**src/brd_params.svh**
```systemverilog
// Purpose: constants for the branch, increment and or-literal decode block
// Assumes: 8-bit data path, 16-bit instruction words, 21-bit byte program counter
// Notes: definitions only, no logic
`ifndef BRD_PARAMS_SVH
`define BRD_PARAMS_SVH
// opcode fields
`define BRD_OP_JUMP 8'hef
`define BRD_OP_JUMP_WORD2 4'hf
`define BRD_OP_INC 6'h0a
`define BRD_OP_INC_SZ 6'h0f
`define BRD_OP_INC_SNZ 6'h12
`define BRD_OP_OR_LIT 8'h09
`define BRD_OP_MOVE_FF 4'hc
`define BRD_OP_LOAD_PTR 8'hee
// operand addressing
`define BRD_ILO_MAX 8'h5f
`define BRD_ACCESS_SPLIT 8'h80
`define BRD_ACCESS_HI_BANK 4'hf
`define BRD_ACCESS_LO_BANK 4'h0
// status field positions
`define BRD_ST_C 0
`define BRD_ST_DC 1
`define BRD_ST_Z 2
`define BRD_ST_OV 3
`define BRD_ST_N 4
// register offsets
`define BRD_REG_W 3'h0
`define BRD_REG_STATUS 3'h1
`define BRD_REG_BANK 3'h2
`define BRD_REG_CTRL 3'h3
`define BRD_REG_PC_L 3'h4
`define BRD_REG_PC_H 3'h5
`define BRD_REG_PC_U 3'h6
`define BRD_REG_STATE 3'h7
// reset values
`define BRD_RST_W 8'h00
`define BRD_RST_STATUS 5'h00
`define BRD_RST_BANK 4'h0
`define BRD_RST_PC 21'h000000
// program counter advance per word
`define BRD_PC_STEP 21'h000002
`endif

```
**src/brd_pkg.sv**
```systemverilog
// Purpose: types shared by the decode block
// Assumes: nothing beyond the parameter header
// Notes: enums carry no explicit codes
package brd_pkg;
  // four clock phases of one instruction cycle
  typedef enum logic [1:0] {Q1, Q2, Q3, Q4} brd_phase_t;
  // kind of the current instruction cycle
  typedef enum logic [1:0] {M_EXEC, M_JUMP_NOP, M_SKIP_NOP1, M_SKIP_NOP2} brd_mode_t;
  // decoded operation
  typedef enum logic [2:0] {
    OP_NONE, OP_JUMP, OP_INC, OP_INC_SZ, OP_INC_SNZ, OP_OR_LIT
  } brd_op_t;
endpackage : brd_pkg

```
**src/brd_core.sv**
```systemverilog
// Purpose: decode and execute absolute jump, increments with skip, or-literal
// Assumes: fetch and data memory on clk_sys_in, one-cycle read latency each
// Notes: one instruction cycle is four clocks, phases Q1..Q4
// Function
// - jump target loads program counter bits 20:1
// - jump reaches whole program space, no paging
// - jump is two words, ef then f
// - jump takes two cycles, second one idle
// - increment adds one, writes destination
// - plain increment updates all five flags
// - destination bit picks accumulator or register
// - bank bit picks access or pointer bank
// - extended set, low offsets use indexed addressing
// - increment, skip next when result zero
// - increment, skip next when result nonzero
// - skip discards prefetch, runs one idle cycle
// - skipped two-word instruction costs another cycle
// - or literal into accumulator, N and Z
//
// The address map and the strobed register port were chosen for this implementation.
`timescale 1ns/1ps
`include "brd_params.svh"
module brd_core #(
  parameter int PC_W = 21,
  parameter int DADDR_W = 12
) (
  // clock and reset
  input wire logic clk_sys_in,
  input wire logic rst_n_in,
  // program fetch
  input wire logic [15:0] instr_in,
  output logic [PC_W-1:0] pc_out,
  // data memory
  input wire logic [7:0] dmem_rdata_in,
  input wire logic [DADDR_W-1:0] fsr2_in,
  output logic [DADDR_W-1:0] dmem_addr_out,
  output logic dmem_rd_out,
  output logic dmem_wr_out,
  output logic [7:0] dmem_wdata_out,
  // register port
  input wire logic [2:0] reg_addr_in,
  input wire logic [7:0] reg_wdata_in,
  input wire logic reg_wr_in,
  input wire logic reg_rd_in,
  output logic [7:0] reg_rdata_out
);
  // the jump literal is 20 bits landing at bit 1, so the counter must be 21 wide
  if (PC_W != 21) begin : g_bad_pc
    $error("brd_core: PC_W must be 21");
  end
  if (DADDR_W != 12) begin : g_bad_daddr
    $error("brd_core: DADDR_W must be 12");
  end

  // operation from the first instruction word
  function automatic brd_pkg::brd_op_t brd_decode(input logic [15:0] iw);
    if (iw[15:8] == `BRD_OP_JUMP) return brd_pkg::OP_JUMP;
    if (iw[15:10] == `BRD_OP_INC) return brd_pkg::OP_INC;
    if (iw[15:10] == `BRD_OP_INC_SZ) return brd_pkg::OP_INC_SZ;
    if (iw[15:10] == `BRD_OP_INC_SNZ) return brd_pkg::OP_INC_SNZ;
    if (iw[15:8] == `BRD_OP_OR_LIT) return brd_pkg::OP_OR_LIT;
    return brd_pkg::OP_NONE;
  endfunction : brd_decode

  // first words of the known two-word instructions
  function automatic logic brd_two_word(input logic [15:0] iw);
    return (iw[15:8] == `BRD_OP_JUMP) || (iw[15:12] == `BRD_OP_MOVE_FF) ||
           (iw[15:8] == `BRD_OP_LOAD_PTR);
  endfunction : brd_two_word

  // phase and mode state
  brd_pkg::brd_phase_t q_r; // phase of the current clock
  brd_pkg::brd_mode_t mode_r; // kind of the current instruction cycle
  brd_pkg::brd_op_t op_r; // latched operation
  logic [15:0] instr_r; // latched first word
  logic two_word_r; // discarded word starts a two-word instruction
  logic [7:0] jump_lo_r; // low target byte of a jump
  // architectural state
  logic [PC_W-1:0] pc_r;
  logic [7:0] w_r; // accumulator
  logic [4:0] status_r;
  logic [3:0] bank_r; // bank_pointer_register
  logic ext_en_r; // extended instruction set enable
  // data memory drive
  logic [DADDR_W-1:0] daddr_r;
  logic drd_r;
  logic dwr_r;
  logic [7:0] dwdata_r;
  logic [7:0] rdata_r;

  // result of the increment, valid at the q4 edge
  logic [7:0] inc_res;
  logic is_inc;
  logic do_skip;
  logic core_w_wr; // core writes the accumulator at this edge
  logic core_st_wr; // core writes status at this edge
  logic [DADDR_W-1:0] op_addr;
  logic [7:0] f_fld;

  assign f_fld = instr_r[7:0];
  assign inc_res = dmem_rdata_in + 8'h01;
  assign is_inc = (op_r == brd_pkg::OP_INC) || (op_r == brd_pkg::OP_INC_SZ) ||
                  (op_r == brd_pkg::OP_INC_SNZ);
  // skip on zero or nonzero result
  assign do_skip = (op_r == brd_pkg::OP_INC_SZ && inc_res == 8'h00) ||
                   (op_r == brd_pkg::OP_INC_SNZ && inc_res != 8'h00);
  assign core_w_wr = (q_r == brd_pkg::Q4) &&
                     ((is_inc && !instr_r[9]) || op_r == brd_pkg::OP_OR_LIT);
  assign core_st_wr = (q_r == brd_pkg::Q4) &&
                      (op_r == brd_pkg::OP_INC || op_r == brd_pkg::OP_OR_LIT);

  // operand address: indexed, access bank or pointer bank
  always_comb begin
    if (instr_r[8]) begin
      op_addr = {bank_r, f_fld};
    end else if (ext_en_r && f_fld <= `BRD_ILO_MAX) begin
      op_addr = fsr2_in + {4'h0, f_fld};
    end else if (f_fld < `BRD_ACCESS_SPLIT) begin
      op_addr = {`BRD_ACCESS_LO_BANK, f_fld};
    end else begin
      op_addr = {`BRD_ACCESS_HI_BANK, f_fld};
    end
  end

  // phase counter, free running from reset
  always_ff @(posedge clk_sys_in or negedge rst_n_in) begin
    if (!rst_n_in) begin
      q_r <= brd_pkg::Q1;
    end else begin
      unique case (q_r)
        brd_pkg::Q1: q_r <= brd_pkg::Q2;
        brd_pkg::Q2: q_r <= brd_pkg::Q3;
        brd_pkg::Q3: q_r <= brd_pkg::Q4;
        brd_pkg::Q4: q_r <= brd_pkg::Q1;
      endcase
    end
  end

  // cycle kind, decided at q4 for the next cycle
  always_ff @(posedge clk_sys_in or negedge rst_n_in) begin
    if (!rst_n_in) begin
      mode_r <= brd_pkg::M_EXEC;
    end else if (q_r == brd_pkg::Q4) begin
      unique case (mode_r)
        brd_pkg::M_EXEC: begin
          if (op_r == brd_pkg::OP_JUMP) begin
            mode_r <= brd_pkg::M_JUMP_NOP;
          end else if (do_skip) begin
            mode_r <= brd_pkg::M_SKIP_NOP1;
          end
        end
        brd_pkg::M_SKIP_NOP1: begin
          // second word of the discarded instruction needs its own idle cycle
          mode_r <= two_word_r ? brd_pkg::M_SKIP_NOP2 : brd_pkg::M_EXEC;
        end
        brd_pkg::M_JUMP_NOP: mode_r <= brd_pkg::M_EXEC;
        brd_pkg::M_SKIP_NOP2: mode_r <= brd_pkg::M_EXEC;
      endcase
    end
  end

  // q1 decode; idle cycles decode nothing
  always_ff @(posedge clk_sys_in or negedge rst_n_in) begin
    if (!rst_n_in) begin
      op_r <= brd_pkg::OP_NONE;
      instr_r <= 16'h0000;
      two_word_r <= 1'b0;
    end else if (q_r == brd_pkg::Q1) begin
      if (mode_r == brd_pkg::M_EXEC) begin
        op_r <= brd_decode(instr_in);
        instr_r <= instr_in;
      end else begin
        op_r <= brd_pkg::OP_NONE;
      end
      // the prefetched word is looked at only to size the skip
      two_word_r <= (mode_r == brd_pkg::M_SKIP_NOP1) && brd_two_word(instr_in);
    end
  end

  // program counter: advance at q1, jump target at q4
  always_ff @(posedge clk_sys_in or negedge rst_n_in) begin
    if (!rst_n_in) begin
      pc_r <= `BRD_RST_PC;
      jump_lo_r <= 8'h00;
    end else if (q_r == brd_pkg::Q1 && mode_r != brd_pkg::M_JUMP_NOP) begin
      // skip cycles step past the discarded words as well
      pc_r <= pc_r + `BRD_PC_STEP;
      jump_lo_r <= instr_in[7:0];
    end else if (q_r == brd_pkg::Q4 && op_r == brd_pkg::OP_JUMP) begin
      // second word is read now; no page bits, any even address is reachable
      pc_r <= {instr_in[11:0], jump_lo_r, 1'b0};
    end
  end

  // data memory read at q2, write strobe from q4
  always_ff @(posedge clk_sys_in or negedge rst_n_in) begin
    if (!rst_n_in) begin
      daddr_r <= 12'h000;
      drd_r <= 1'b0;
      dwr_r <= 1'b0;
      dwdata_r <= 8'h00;
    end else begin
      drd_r <= (q_r == brd_pkg::Q2) && is_inc;
      dwr_r <= (q_r == brd_pkg::Q4) && is_inc && instr_r[9];
      if (q_r == brd_pkg::Q2 && is_inc) begin
        daddr_r <= op_addr;
      end
      if (q_r == brd_pkg::Q4 && is_inc) begin
        dwdata_r <= inc_res;
      end
    end
  end

  // accumulator: core write wins over a software write at the same edge
  always_ff @(posedge clk_sys_in or negedge rst_n_in) begin
    if (!rst_n_in) begin
      w_r <= `BRD_RST_W;
    end else if (core_w_wr) begin
      if (op_r == brd_pkg::OP_OR_LIT) begin
        w_r <= w_r | instr_r[7:0];
      end else begin
        w_r <= inc_res;
      end
    end else if (reg_wr_in && reg_addr_in == `BRD_REG_W) begin
      w_r <= reg_wdata_in;
    end
  end

  // status flags; skip increments never touch them
  always_ff @(posedge clk_sys_in or negedge rst_n_in) begin
    if (!rst_n_in) begin
      status_r <= `BRD_RST_STATUS;
    end else if (core_st_wr && op_r == brd_pkg::OP_INC) begin
      status_r[`BRD_ST_C] <= (dmem_rdata_in == 8'hff);
      status_r[`BRD_ST_DC] <= (dmem_rdata_in[3:0] == 4'hf);
      status_r[`BRD_ST_Z] <= (inc_res == 8'h00);
      status_r[`BRD_ST_OV] <= (dmem_rdata_in == 8'h7f);
      status_r[`BRD_ST_N] <= inc_res[7];
    end else if (core_st_wr) begin
      status_r[`BRD_ST_Z] <= ((w_r | instr_r[7:0]) == 8'h00);
      status_r[`BRD_ST_N] <= w_r[7] | instr_r[7];
    end else if (reg_wr_in && reg_addr_in == `BRD_REG_STATUS) begin
      status_r <= reg_wdata_in[4:0];
    end
  end

  // software-only control registers
  always_ff @(posedge clk_sys_in or negedge rst_n_in) begin
    if (!rst_n_in) begin
      bank_r <= `BRD_RST_BANK;
      ext_en_r <= 1'b0;
    end else if (reg_wr_in) begin
      if (reg_addr_in == `BRD_REG_BANK) begin
        bank_r <= reg_wdata_in[3:0];
      end
      if (reg_addr_in == `BRD_REG_CTRL) begin
        ext_en_r <= reg_wdata_in[0];
      end
    end
  end

  // read data one cycle after the strobe, zero otherwise
  always_ff @(posedge clk_sys_in or negedge rst_n_in) begin
    if (!rst_n_in) begin
      rdata_r <= 8'h00;
    end else if (!reg_rd_in) begin
      rdata_r <= 8'h00;
    end else begin
      unique case (reg_addr_in)
        `BRD_REG_W: rdata_r <= w_r;
        `BRD_REG_STATUS: rdata_r <= {3'h0, status_r};
        `BRD_REG_BANK: rdata_r <= {4'h0, bank_r};
        `BRD_REG_CTRL: rdata_r <= {7'h00, ext_en_r};
        `BRD_REG_PC_L: rdata_r <= pc_r[7:0];
        `BRD_REG_PC_H: rdata_r <= pc_r[15:8];
        `BRD_REG_PC_U: rdata_r <= {3'h0, pc_r[20:16]};
        `BRD_REG_STATE: rdata_r <= {4'h0, mode_r, q_r};
      endcase
    end
  end

  // outputs straight from flops
  assign pc_out = pc_r;
  assign dmem_addr_out = daddr_r;
  assign dmem_rd_out = drd_r;
  assign dmem_wr_out = dwr_r;
  assign dmem_wdata_out = dwdata_r;
  assign reg_rdata_out = rdata_r;
endmodule : brd_core

```
**config.mk**
```make
export PLATFORM = sky130hd
export DESIGN_NAME = brd_core
export DESIGN_NICKNAME = d
export VERILOG_FILES = /design/src/brd_pkg.sv /design/src/brd_core.sv
export VERILOG_INCLUDE_DIRS = /design/src
export SDC_FILE = /design/constraint.sdc
export NUM_CORES = 1
export LEC_CHECK = 0
export ABC_CLOCK_PERIOD_IN_PS = 3000
export BUFFER_PORTS_ARGS = -buffer_cell sky130_fd_sc_hd__buf_2
export CAP_MARGIN = 20
export CORE_ASPECT_RATIO = 0.9
export CORE_MARGIN = 8
export CORE_UTILIZATION = 38
export CTS_CLUSTER_DIAMETER = 30
export DETAILED_ROUTE_END_ITERATION = 10
export PLACE_DENSITY = 0.57
export SLEW_MARGIN = 25
export SYNTH_ARGS = -nofsm -noshare
export SYNTH_HDL_FRONTEND = slang
export SYNTH_SLANG_ARGS = --single-unit
```
**constraint.sdc**
```tcl
create_clock -name clk_sys_in -period 3 [get_ports clk_sys_in]
set_input_delay 0.15 -clock clk_sys_in [delete_from_list [all_inputs] [get_ports clk_sys_in]]
set_output_delay 0.15 -clock clk_sys_in [all_outputs]
set_load 0.05 [all_outputs]
```
# ---- After elaboration in Yosys (flattened, before gate mapping)
# Cells that the tools add are included.
# Widths: inputs -> output; s select.
dict set report word_totals {
  regBits 95
  latchBits 0
  mem_bits_rw 0
  romBits 0
  out_inout_bits 51
  wordCells 153
  mem_count 0
}
dict set report classes {
  n_addsub 3
  n_mul 0
  div 0
  magnitude_cmp 2
  eq_ne 31
  shift 0
  n_mux 59
  bitwise_logic 2
  reduce_logical 39
}
# operator count
set ops {}
lappend ops {{$pmux 8 s8} 1}
lappend ops {{$mux 21} 2}
lappend ops {{$mux 3} 13}
lappend ops {{$mux 12} 3}
lappend ops {{$mux 8} 4}
lappend ops {{$mux 1} 28}
lappend ops {{$eq 8x8->1 const B} 3}
lappend ops {{$add 21x2->21 const B} 1}
lappend ops {{$eq 3x3->1 const B} 6}
lappend ops {{$logic_not 8->1} 2}
lappend ops {{$logic_and 1x1->1} 15}
lappend ops {{$add 12x8->12} 1}
lappend ops {{$eq 3x2->1 const B} 4}
lappend ops {{$eq 6x4->1 const B} 2}
lappend ops {{$mux 5} 2}
lappend ops {{$reduce_and 2->1} 5}
lappend ops {{$add 8x1->8 const B} 1}
lappend ops {{$eq 2x2->1 const B} 4}
lappend ops {{$eq 4x4->1 const B} 2}
lappend ops {{$eq 8x4->1 const B} 1}
lappend ops {{$eq 8x7->1 const B} 1}
lappend ops {{$le 8x7->1 const B} 1}
lappend ops {{$lt 8x8->1 const B} 1}
lappend ops {{$mux 2} 4}
lappend ops {{17 further kinds} 29}

# ---- Depth between registers and ports, before layout
# Gate-level depths: netlist (run 1).
dict set report logic_depth {
  ltp_word 28
  mapped_depth 9
  depth_no_buf 8
}

# ---- Worst setup path before layout (run 1)
# No wires, ideal clock.
dict set report synth_path {
  path_type {flip-flop to flip-flop}
  start {reg pc_r[1], in the netlist pc_out[1]}
  end {reg pc_r[11], in the netlist pc_out[11]}
  arrival_ns 1.945
  path_slack_ns 0.961
  stages_incl_launch_ff 7
  path_buffers 0
  synth_period_minus_slack_ns 2.039
  path_cell_list {dfrtp_1 ha_1 and4_1 nand3_1 nor2_1 a311oi_1 a211oi_1}
}
dict set report synth_via {
  elab_chain_len 2
}
# item line
set synth_rtl {}
lappend synth_rtl {{start: declaration} brd_core.sv:79} ;# logic [PC_W-1:0] pc_r;
lappend synth_rtl {{start signal: assignment} brd_core.sv:183} ;# pc_r <= `BRD_RST_PC;
lappend synth_rtl {{start signal: assignment} brd_core.sv:187} ;# pc_r <= pc_r + `BRD_PC_STEP;
lappend synth_rtl {{start signal: assignment} brd_core.sv:191} ;# pc_r <= {instr_in[11:0], jump_lo_r, 1'b0};
lappend synth_rtl {{$add 21x2->21 (no line)} -}
lappend synth_rtl {{$mux 21} brd_core.sv:185} ;# end else if (q_r == brd_pkg::Q1 && mode_r != brd_pkg::M_JUMP_NOP) begin
# Every way passes these cells.
# A chain may end at the register's enable or synchronous reset.

# ---- Worst setup path in the final report (run 1)
dict set report layout_path {
  start {reg q_r[0]}
  end {reg pc_r[18], in the netlist pc_out[18]}
}
dict set report layout_via {
  elab_chain_len 3
}
# item line
set layout_rtl {}
lappend layout_rtl {{start: declaration} brd_core.sv:72} ;# brd_pkg::brd_phase_t q_r;
lappend layout_rtl {{start signal: assignment} brd_core.sv:128} ;# q_r <= brd_pkg::Q1;
lappend layout_rtl {{start signal: assignment} brd_core.sv:131} ;# brd_pkg::Q1: q_r <= brd_pkg::Q2;
lappend layout_rtl {{start signal: assignment} brd_core.sv:132} ;# brd_pkg::Q2: q_r <= brd_pkg::Q3;
lappend layout_rtl {{$eq 2x2->1 or $logic_not 2->1 (tied branches)} {brd_core.sv:189, brd_core.sv:185}}
lappend layout_rtl {{$logic_and 1x1->1, on equally long branches} {brd_core.sv:189, brd_core.sv:185}}
lappend layout_rtl {{$reduce_bool 2->1 (no line) or $mux 21 (tied branches)} -}
# Several ways; a longest one is shown, not always the timed one.

==> impl_metrics.ini, run 1 <==
[power_and_ir_drop]
p_int_mw = 2.52
switching_share_pct = 41.0
clkPwrFrac_pct = 28.7
power.switching_mw = 1.76
totalPowerFinal_mw = 4.28
powerDensity_mw_per_mm2 = 649
p_comb_share_pct = 30.3
ir_worst_vdd_uv = 299
power.leakage_nw = 2.90
p_seq_share_pct = 41.0

[status]
status = finished, final reports clean

[sta]
tightest_slew_ns = 0.739
min_period_ns = 2.24
relSlewSlack_pct = 50.7
skew_ns = 0.0133
finalSetupTns_ns = 0
finalSetupViolations = 0
drv_slew = 0
post-route-period-util_pct = 74.6
hold_slack_ns = 0.0373
fmax_ghz = 0.447
hold_viol = 0
rsz0062_at_grt = false

[worst_setup_path]
cp-end-kind = flop
critPathKind = flop to flop
reg2reg_from = q_r[0]
crit_required_ns = 3.29
critPathArrivalTime_ns = 2.53
start_kind = flop
worstPathCellList = inv_1 > ha_1 > inv_1 > nor4_1 > nand4_1 > mux2_2 > a21oi_1
cp_top_family = simple AND/OR/NAND/NOR gates
crit_fanout = 8
r2r_cells = 7
r2r_end = pc_out[18]
max_stage_delay_ns = 0.55
critPathSlowestCell = nor4_1
crit_top_cell = inv_1
crit_buf_inv = 2
regToRegSetupSlack_ns = 0.76

[place]
routabilityCongestion = 0.901
dpl-instance-area_mm2 = 0.00626
dp_hpwl_um = 14100
io_buffers = 100

[logic_synthesis]
yosysSeqAreaShare_pct = 42.3
synth.avg_cell_area_um2 = 9.15
synthTopCellsByArea = dfrtp_1 42%, nand2_1 4.9%, mux2_2 4.7%
postSynthCellCount = 608
synth_edf_count = 0
ys_ff_latch = 94
synth_fp_nets = 676
yosys_warnings = 0
synth.distinct_cells = 67
syn_area_mm2 = 0.00556
async_reset_ff_share_pct = 100
yosys.area.top_type_share_pct = 42.3
synthTopCellsByCount = 94 x dfrtp_1, 72 x nand2_1, 44 x a21oi_1, 42 x o21ai_0, 39 x nor2_1
ys.flop_type = dfrtp_1
synth.most_common_cell = dfrtp_1
synth_top_area_cell = dfrtp_1

[clock_tree]
htreeDepth = 3
post-cts-setup-buffers = 0
numCtsBuffers = 9
ctsResizeCount = 0
clock_path_buffers = 2
cts_sinks = 94
clock_latency_ns = 0.36
path_clk_slew_ns = 0.07
root_buffer = clkbuf_16
cts_tree = built

[worst_hold_path]
holdPathEnd = jump_lo_r[7]
min_path_type = primary input to flop
hold_depth = 3
min-delay-start = instr_in[7]

[grt]
grt_pass1_vias = 5303
grt.met1_usage_pct = 25.9
antenna_found_initial = 0
grtUsageMet3_pct = 4.54
track_usage_pct = 20.0
grtUsageMet2_pct = 31.9
busiest_layer = met2
grt_max_degree = 76
grt_pass1_wl_um = 28800
grt.overflow.total = 0

[floorplan]
chipHeight_um = 131
dieArea_mm2 = 0.0188
core.rowCount = 42
io_pins = 102
core_area_mm2 = 0.0145
start_util_pct = 38.4
die_x_um = 144

[route]
drt_iter0_markers = 456
dr.pass1.iters = 5
routed_wl_um = 18400
wl_per_cell_um = 20.4
drc = 0
num_vias = 5265
vias_per_cell = 5.81
antenna_left = 0

[finish]
syn_to_final_growth_pct = 18.4
nNetsFinal = 771
n_fill_cell = 1470
final_core_util_pct = 45.4
postLayoutCellArea_mm2 = 0.00659
layout-drive-gt1-share_pct = 22.9
n_antenna_cell = 0

[job]
cap_violations = 0
==> final cells by class <==
| class | instances | area (um^2) | area share, % |
|---|---|---|---|
| timing repair buffer | 110 | 584 | 8.87 |
| clock inverter | 7 | 86.3 | 1.31 |
| sequential | 94 | 2350 | 35.7 |
| multi-input combinational | 468 | 3020 | 45.8 |
| inverter | 20 | 75.1 | 1.14 |
| tap | 198 | 248 | 3.76 |
| clock buffer | 9 | 225 | 3.42 |
==> flip-flops by register name, indices dropped and copies added, names as in the netlist, 2 cells and up <==
| signal | cells |
|---|---|
| op_r | 3 |
| pc_out | 20 |
| status_r | 5 |
| jump_lo_r | 8 |
| mode_r | 2 |
| dmem_addr_out | 12 |
| q_r | 2 |
| bank_r | 4 |
| reg_rdata_out | 8 |
| dmem_wdata_out | 8 |
| w_r | 8 |
| instr_r | 10 |
==> worst register-to-register path, cell delays in order, from the launching register on <==
cell	delay, ns
dfrtp_1	0.42
inv_1	0.12
ha_1	0.33
inv_1	0.17
nor4_1	0.55
nand4_1	0.18
mux2_2	0.30
a21oi_1	0.11
==> power groups by stage <==
stage               registers [mW]  logic (mW)  clock network, mW
floorplan                     2.15       0.458                  0
global placement              1.76        1.29                  0
detailed placement            1.77        1.30                  0
CTS                           1.75        1.30               1.25
global route                  1.78        1.39               1.30
finish                        1.76        1.29               1.23
==> repair_timing <==
item | in CTS | in global routing
hold endpoints to repair | 0 | 74
endpoints found under the setup margin | 0 | 0
hold buffers | 0 | 1
==> per-layer routing <==
layer | part of all wire [%] | wire length, um
met1 | 44 | 8190
met2 | 46 | 8400
met3 | 7.0 | 1290
met4 | 3.1 | 567
met5 | 0 | 0
==> cell usage in the layout, fill, tap and decap left out, types with 7 or more instances in the layout <==
cell type  synthesis  layout
nand2b_1           7       7
nor3_1            18      18
nand3_1           21      21
xnor2_1            9       9
and3_1             8       8
mux2_2            23      23
a211oi_1          13      13
a31oi_1           11      11
dfrtp_1           94      94
o21ai_0           42      42
nor2b_1            7       7
a21oi_1           44      44
nand2_1           72      72
buf_2              8      99
mux2i_1           17      17
ha_1              16      16
buf_4              3       9
nor4_1            11      11
nand4_1            9       9
or3_1              8       8
and4_1             7       7
inv_1             19      19
nor2_1            39      39
clkbuf_16          0       9
==> cell families (layout without fill, tap and decap cells) <==
kind of cell             count (synthesis)  after routing  synth area share [%]
multiplexers                            40             40                  7.71
buffers and inverters                   46            146                  3.49
adder cells (fa/ha/maj)                 17             17                  3.96
XOR/XNOR                                12             12                  1.89
other                                    1              1                0.0674
AO/OA/AOI/OAI                          166            166                  18.8
AND/OR/NAND/NOR                        232            232                  21.8
flip-flops                              94             94                  42.3
==> through the flow <==
stage,instances,setup slack (ns)
after floorplan,608,0.961
final,906,0.762
after global routing,906,0.564
after global placement,889,0.871
after CTS,905,0.777
after detailed placement,889,0.797
==> how the worst max path moves through the flow <==
| stage | start | endpoint | slack [ns] | depth (start not counted) |
|---|---|---|---|---|
| 6_report | q_r[0] | pc_out[18] | 0.76 | 7 |
| 4_1_cts | q_r[0] | pc_out[18] | 0.78 | 7 |
| 3_3_place_gp | instr_r[7] | dmem_addr_out[11] | 0.87 | 6 |
| 2_1_floorplan | pc_out[1] | pc_out[11] | 0.96 | 6 |
| 5_1_grt | q_r[0] | pc_out[18] | 0.56 | 7 |
| 3_5_place_dp | q_r[0] | pc_out[18] | 0.80 | 7 |
(Power assumes the default switching activity.)
==> run 2, diff against run 1 <==
Settings changed: ABC_CLOCK_PERIOD_IN_PS 3000 to 2300.
Clock period 3 ns to 2.3 ns, I/O delays scaled along.
==> run 2 against run 1 <==
Compared with the run above: worst hold slack got worse by 0.021 ns; clock-buffer cell count increased by 5; die area unchanged; sequential power increased by 28%; via count decreased by 0.47%; largest cell class unchanged; largest power group unchanged; highest routed layer unchanged.
==> impl_metrics.ini, run 2 (synthesis results as in run 1) <==
[sta]
rsz0062_at_grt = false
relSlewSlack_pct = 59.0
min_period_ns = 2.10
finalSetupViolations = 0
fmax_ghz = 0.476
tightest_slew_ns = 0.611
drv_slew = 0
finalSetupTns_ns = 0
hold_viol = 0
post-route-period-util_pct = 91.3
skew_ns = 0.0107

[power_and_ir_drop]
clkPwrFrac_pct = 28.2
p_comb_share_pct = 31.2
ir_worst_vdd_uv = 401
powerDensity_mw_per_mm2 = 825
power.switching_mw = 2.19
p_int_mw = 3.39
totalPowerFinal_mw = 5.57
p_seq_share_pct = 40.6
power.leakage_nw = 3.00
switching_share_pct = 39.2

[route]
num_vias = 5240
vias_per_cell = 5.65
wl_per_cell_um = 19.4
dr.pass1.iters = 5
antenna_left = 0
drc = 0
drt_iter0_markers = 392
routed_wl_um = 18000

[job]
cap_violations = 0

[floorplan]
start_util_pct = 38.4
io_pins = 102
dieArea_mm2 = 0.0188
chipHeight_um = 131
core_area_mm2 = 0.0145
core.rowCount = 42
die_x_um = 144

[worst_setup_path]
cp-end-kind = flop
critPathArrivalTime_ns = 2.32
critPathKind = flop to flop
crit_fanout = 5
r2r_cells = 8
start_kind = flop
crit_required_ns = 2.52

[finish]
nNetsFinal = 792
syn_to_final_growth_pct = 21.5
largest_reg_flops = 20
layout_commonest_cell = buf_2
n_fill_cell = 1444
layout-drive-gt1-share_pct = 25.0
final_cell_mix = 99 x buf_2, 94 x dfrtp_1, 72 x nand2_1, 44 x a21oi_1, 42 x o21ai_0
n_antenna_cell = 0

[clock_tree]
cts_sinks = 94
root_buffer = clkbuf_16
cts_tree = built
post-cts-setup-buffers = 0
htreeDepth = 3
numCtsBuffers = 9
clock_latency_ns = 0.35
path_clk_slew_ns = 0.07
clock_path_buffers = 2

[place]
dp_hpwl_um = 14100
io_buffers = 100
routabilityCongestion = 0.955

[status]
status = finished, final reports clean

[worst_hold_path]
hold_depth = 3
min_path_type = primary input to flop

[grt]
grt_pass1_vias = 5085
grt_max_degree = 45
track_usage_pct = 19.5
grt.overflow.total = 0
grt_pass1_wl_um = 28200
antenna_found_initial = 0
## run 2: cell count changes in the layout (fill, tap and decap cells not counted)
cell / change
inv_6: -2
clkinvlp_4: -1
clkbuf_8: +3
clkbuf_1: +2
buf_12: +1
inv_8: -2
a211oi_1: -1
buf_6: -1
buf_4: +21
a211oi_2: +1
## run 2: timing repair
| item | in CTS | in global routing |
|---|---|---|
| gates resized for setup | 0 | 1 |
| hold buffers | 1 | 0 |
| endpoints found under the hold margin | 42 | 0 |
| endpoints found under the setup margin | 0 | 1 |
## run 2: worst paths after layout
kind | from | endpoint | slack (ns)
worst max-delay path | instr_r[0] | dmem_addr_out[8] | 0.20
worst min-delay path | instr_in[5] | jump_lo_r[5] | 0.02
worst max register to register | instr_r[0] | dmem_addr_out[8] | 0.20
worst min register to register | dmem_addr_out[2] | dmem_addr_out[2] | 0.48
max in group asynchronous | rst_n_in | dmem_addr_out[3] | 1.34
min in group asynchronous | rst_n_in | w_r[6] | 0.32
## run 2: critical path, cell delays in order (launching register included)
cell and delay [ns]:
dfrtp_1 0.42, ha_1 0.21, inv_1 0.06, fa_1 0.38, nor2b_1 0.20, o21ai_0 0.18
a21oi_1 0.20, xnor2_1 0.17, o221ai_1 0.15
## run 2: metal layers
layer / up-vias / wire length [um] / global-route usage (%)
met5: - / 0 / 0
met4: 0 / 366 / 7.16
met3: 29 / 1520 / 3.85
met2: 198 / 7890 / 29.6
met1: 2514 / 8190 / 27.1
li1: 2499 / - / -
## run 2: power groups by stage
stage	Combinational, mW	Sequential, mW	Clock [mW]
floorplan	0.597	2.80	0
global placement	1.73	2.27	0
detailed placement	1.74	2.28	0
CTS	1.75	2.26	1.60
global route	1.88	2.30	1.66
finish	1.74	2.26	1.57
## run 2: layout make-up
class | count | area, um^2 | share of cell area, %
well taps | 198 | 248 | 3.66
clock inverters | 2 | 38.8 | 0.574
clock buffers | 14 | 274 | 4.05
multi-input cells | 468 | 3020 | 44.7
flip-flops and latches | 94 | 2350 | 34.8
inverters | 20 | 75.1 | 1.11
repair buffers | 131 | 751 | 11.1
## run 2: metrics by stage
| step | util [%] | area, um^2 | std cells | setup WS (ns) | hold slack (ns) |
|---|---|---|---|---|---|
| 5_1_grt | 46.6 | 6760 | 927 | 0.0331 | 0.00874 |
| 3_3_place_gp | 44.3 | 6430 | 910 | 0.295 | 0.152 |
| 2_1_floorplan | - | 5560 | 608 | 0.261 | -0.181 |
| 4_1_cts | 46.6 | 6760 | 927 | 0.197 | 0.00139 |
| 6_report | 46.6 | 6760 | 927 | 0.199 | 0.0158 |
| 3_5_place_dp | 44.3 | 6430 | 910 | 0.211 | 0.153 |
==> run 3, diff against run 2 <==
Settings changed: BUFFER_PORTS_ARGS -buffer_cell sky130_fd_sc_hd__buf_2 to -buffer_cell sky130_fd_sc_hd__clkbuf_2, MAX_ROUTING_LAYER set to met4, SETUP_SLACK_MARGIN set to 0.4.
==> run 3 against run 2 <==
Compared with the run above: first-iteration DRC count increased by 4.8%; wire length rose by 4.8%; critical path type unchanged; clock power about the same; largest cell class unchanged; worst hold slack worse by 0.011 ns; maximum frequency increased by 6.5%; clock skew is 0.0028 ns lower; core utilization increased by 2.0 points; design area grew 4.4%.
==> impl_metrics.ini, run 3 (synthesis results as in run 1) <==
[status]
status = finished, final reports clean

[sta]
drv_slew = 0
min_period_ns = 1.97
fmax_ghz = 0.507
relSlewSlack_pct = 50.0
hold_viol = 0
post-route-period-util_pct = 85.8
setup_ws_ns = 0.328
tightest_slew_ns = 0.750
rsz0062_at_grt = true
finalSetupViolations = 0
finalSetupTns_ns = 0
skew_ns = 0.00793
hold_slack_ns = 0.00470

[finish]
largest_reg_flops = 20
postLayoutCellArea_mm2 = 0.00706
final_core_util_pct = 48.7
final_cell_mix = 99 x clkbuf_2, 83 x dfrtp_1, 72 x nand2_1, 43 x a21oi_1, 41 x o21ai_0
stdcell_count = 937
n_fill_cell = 1409
multi_input_area_mm2 = 0.00323
nNetsFinal = 801
layout_commonest_cell = clkbuf_2
layout-drive-gt1-share_pct = 31.3
syn_to_final_growth_pct = 26.9
seq_area_mm2 = 0.00237

[route]
wl_per_cell_um = 20.1
antenna_left = 0
wl_met2_um = 8660
num_vias = 5387
vias_per_cell = 5.75
m1WireLength_um = 8630
drc = 0
wl_met3_um = 1260
top_layer = met4
routed_wl_um = 18800
drt_iter0_markers = 411
dr.pass1.iters = 5

[worst_setup_path]
critPathArrivalTime_ns = 2.26
crit_required_ns = 2.59
start_kind = flop
worstPathCellList = ha_4 > o21a_1 > a21oi_2 > or3b_1 > or4b_1 > nand3_1
critPathSlowestCell = or4b_1
r2r_cells = 6
reg2reg_from = instr_r[7]
critPathKind = flop to flop
max_stage_delay_ns = 0.47
cp-end-kind = flop
crit_fanout = 3
regToRegSetupSlack_ns = 0.33
r2r_end = dmem_addr_out[11]

[power_and_ir_drop]
powerDensity_mw_per_mm2 = 803
ir_worst_vdd_uv = 472
totalPowerFinal_mw = 5.67
power.leakage_nw = 3.09

[worst_hold_path]
min_path_type = primary input to flop
min-delay-start = instr_in[1]
hold_depth = 3
holdPathEnd = jump_lo_r[1]

[floorplan]
die_x_um = 144
core_area_mm2 = 0.0145
start_util_pct = 38.4
dieArea_mm2 = 0.0188
chipHeight_um = 131
io_pins = 102
core.rowCount = 42

[place]
dpl-instance-area_mm2 = 0.00643
dp.cells = 906
dpl_worst_slack_ns = 0.237
io_buffers = 100
routabilityCongestion = 0.923
dp_hpwl_um = 14000

[grt]
grt_max_degree = 54
grt_pass1_wl_um = 28600
track_usage_pct = 20.5
grt.overflow.total = 0
antenna_found_initial = 1
grt_pass1_vias = 5180

[job]
cap_violations = 0

[clock_tree]
numCtsBuffers = 9
root_buffer = clkbuf_16
clock_latency_ns = 0.36
path_clk_slew_ns = 0.07
cts_sinks = 94
clock_path_buffers = 2
htreeDepth = 3
cts_tree = built
==> run 3: changes by cell type in the layout (fill, tap and decap cells not counted), moves of 4 or more <==
cell,before,now
dfrtp_2,0,11
buf_2,99,0
ha_1,16,9
clkbuf_2,0,99
ha_4,0,7
buf_4,30,36
dfrtp_1,94,83
inv_6,0,4
nor2_1,39,35
==> run 3: layer usage <==
metal,vias to the layer above,track usage [%]
met4,0,4.63
met2,237,31.6
li1,2497,-
met5,-,-
met1,2631,27.6
met3,22,3.92
==> run 3: cell type report <==
cell class,instances,share of cell area (%)
multi-input cells,468,45.8
flip-flops and latches,94,33.5
repair buffers,140,11.7
well taps,198,3.51
clock buffers,9,3.19
clock inverters,7,1.10
inverters,20,1.06
diodes,1,0.0355
==> run 3: worst max-delay path by stage <==
stage	slack, ns	start	depth (start not counted)	to
floorplan	0.40	instr_r[7]	6	dmem_addr_out[11]
global placement	0.23	q_r[0]	6	pc_out[12]
detailed placement	0.24	q_r[0]	6	pc_out[12]
CTS	0.36	instr_r[7]	6	dmem_addr_out[11]
global route	0.27	instr_r[7]	6	dmem_addr_out[11]
finish	0.33	instr_r[7]	6	dmem_addr_out[11]
==> run 3: timing repair <==
| item | 4_1_cts | 5_1_grt |
|---|---|---|
| hold endpoints to repair | 52 | 0 |
| buffers inserted | 6 | 6 |
| endpoints found under the setup margin | 25 | 33 |
| pin swaps | 4 | 9 |
| hold buffers | 2 | 0 |
| gates resized for setup | 18 | 28 |
==> run 3: critical path, delay by kind of cell (launching register included) <==
| kind | cells | cell delay [ns] |
|---|---|---|
| AO/OA/AOI/OAI | 2 | 0.27 |
| adder cells (fa/ha/maj) | 1 | 0.27 |
| flip-flops | 1 | 0.45 |
| AND/OR/NAND/NOR | 3 | 0.91 |
==> run 3: report_power, final <==
group	internal [mW]	leakage, nW	switching [mW]
registers	1.93	1.11	0.373
logic	0.559	1.83	1.23
clock network	0.858	0.147	0.720
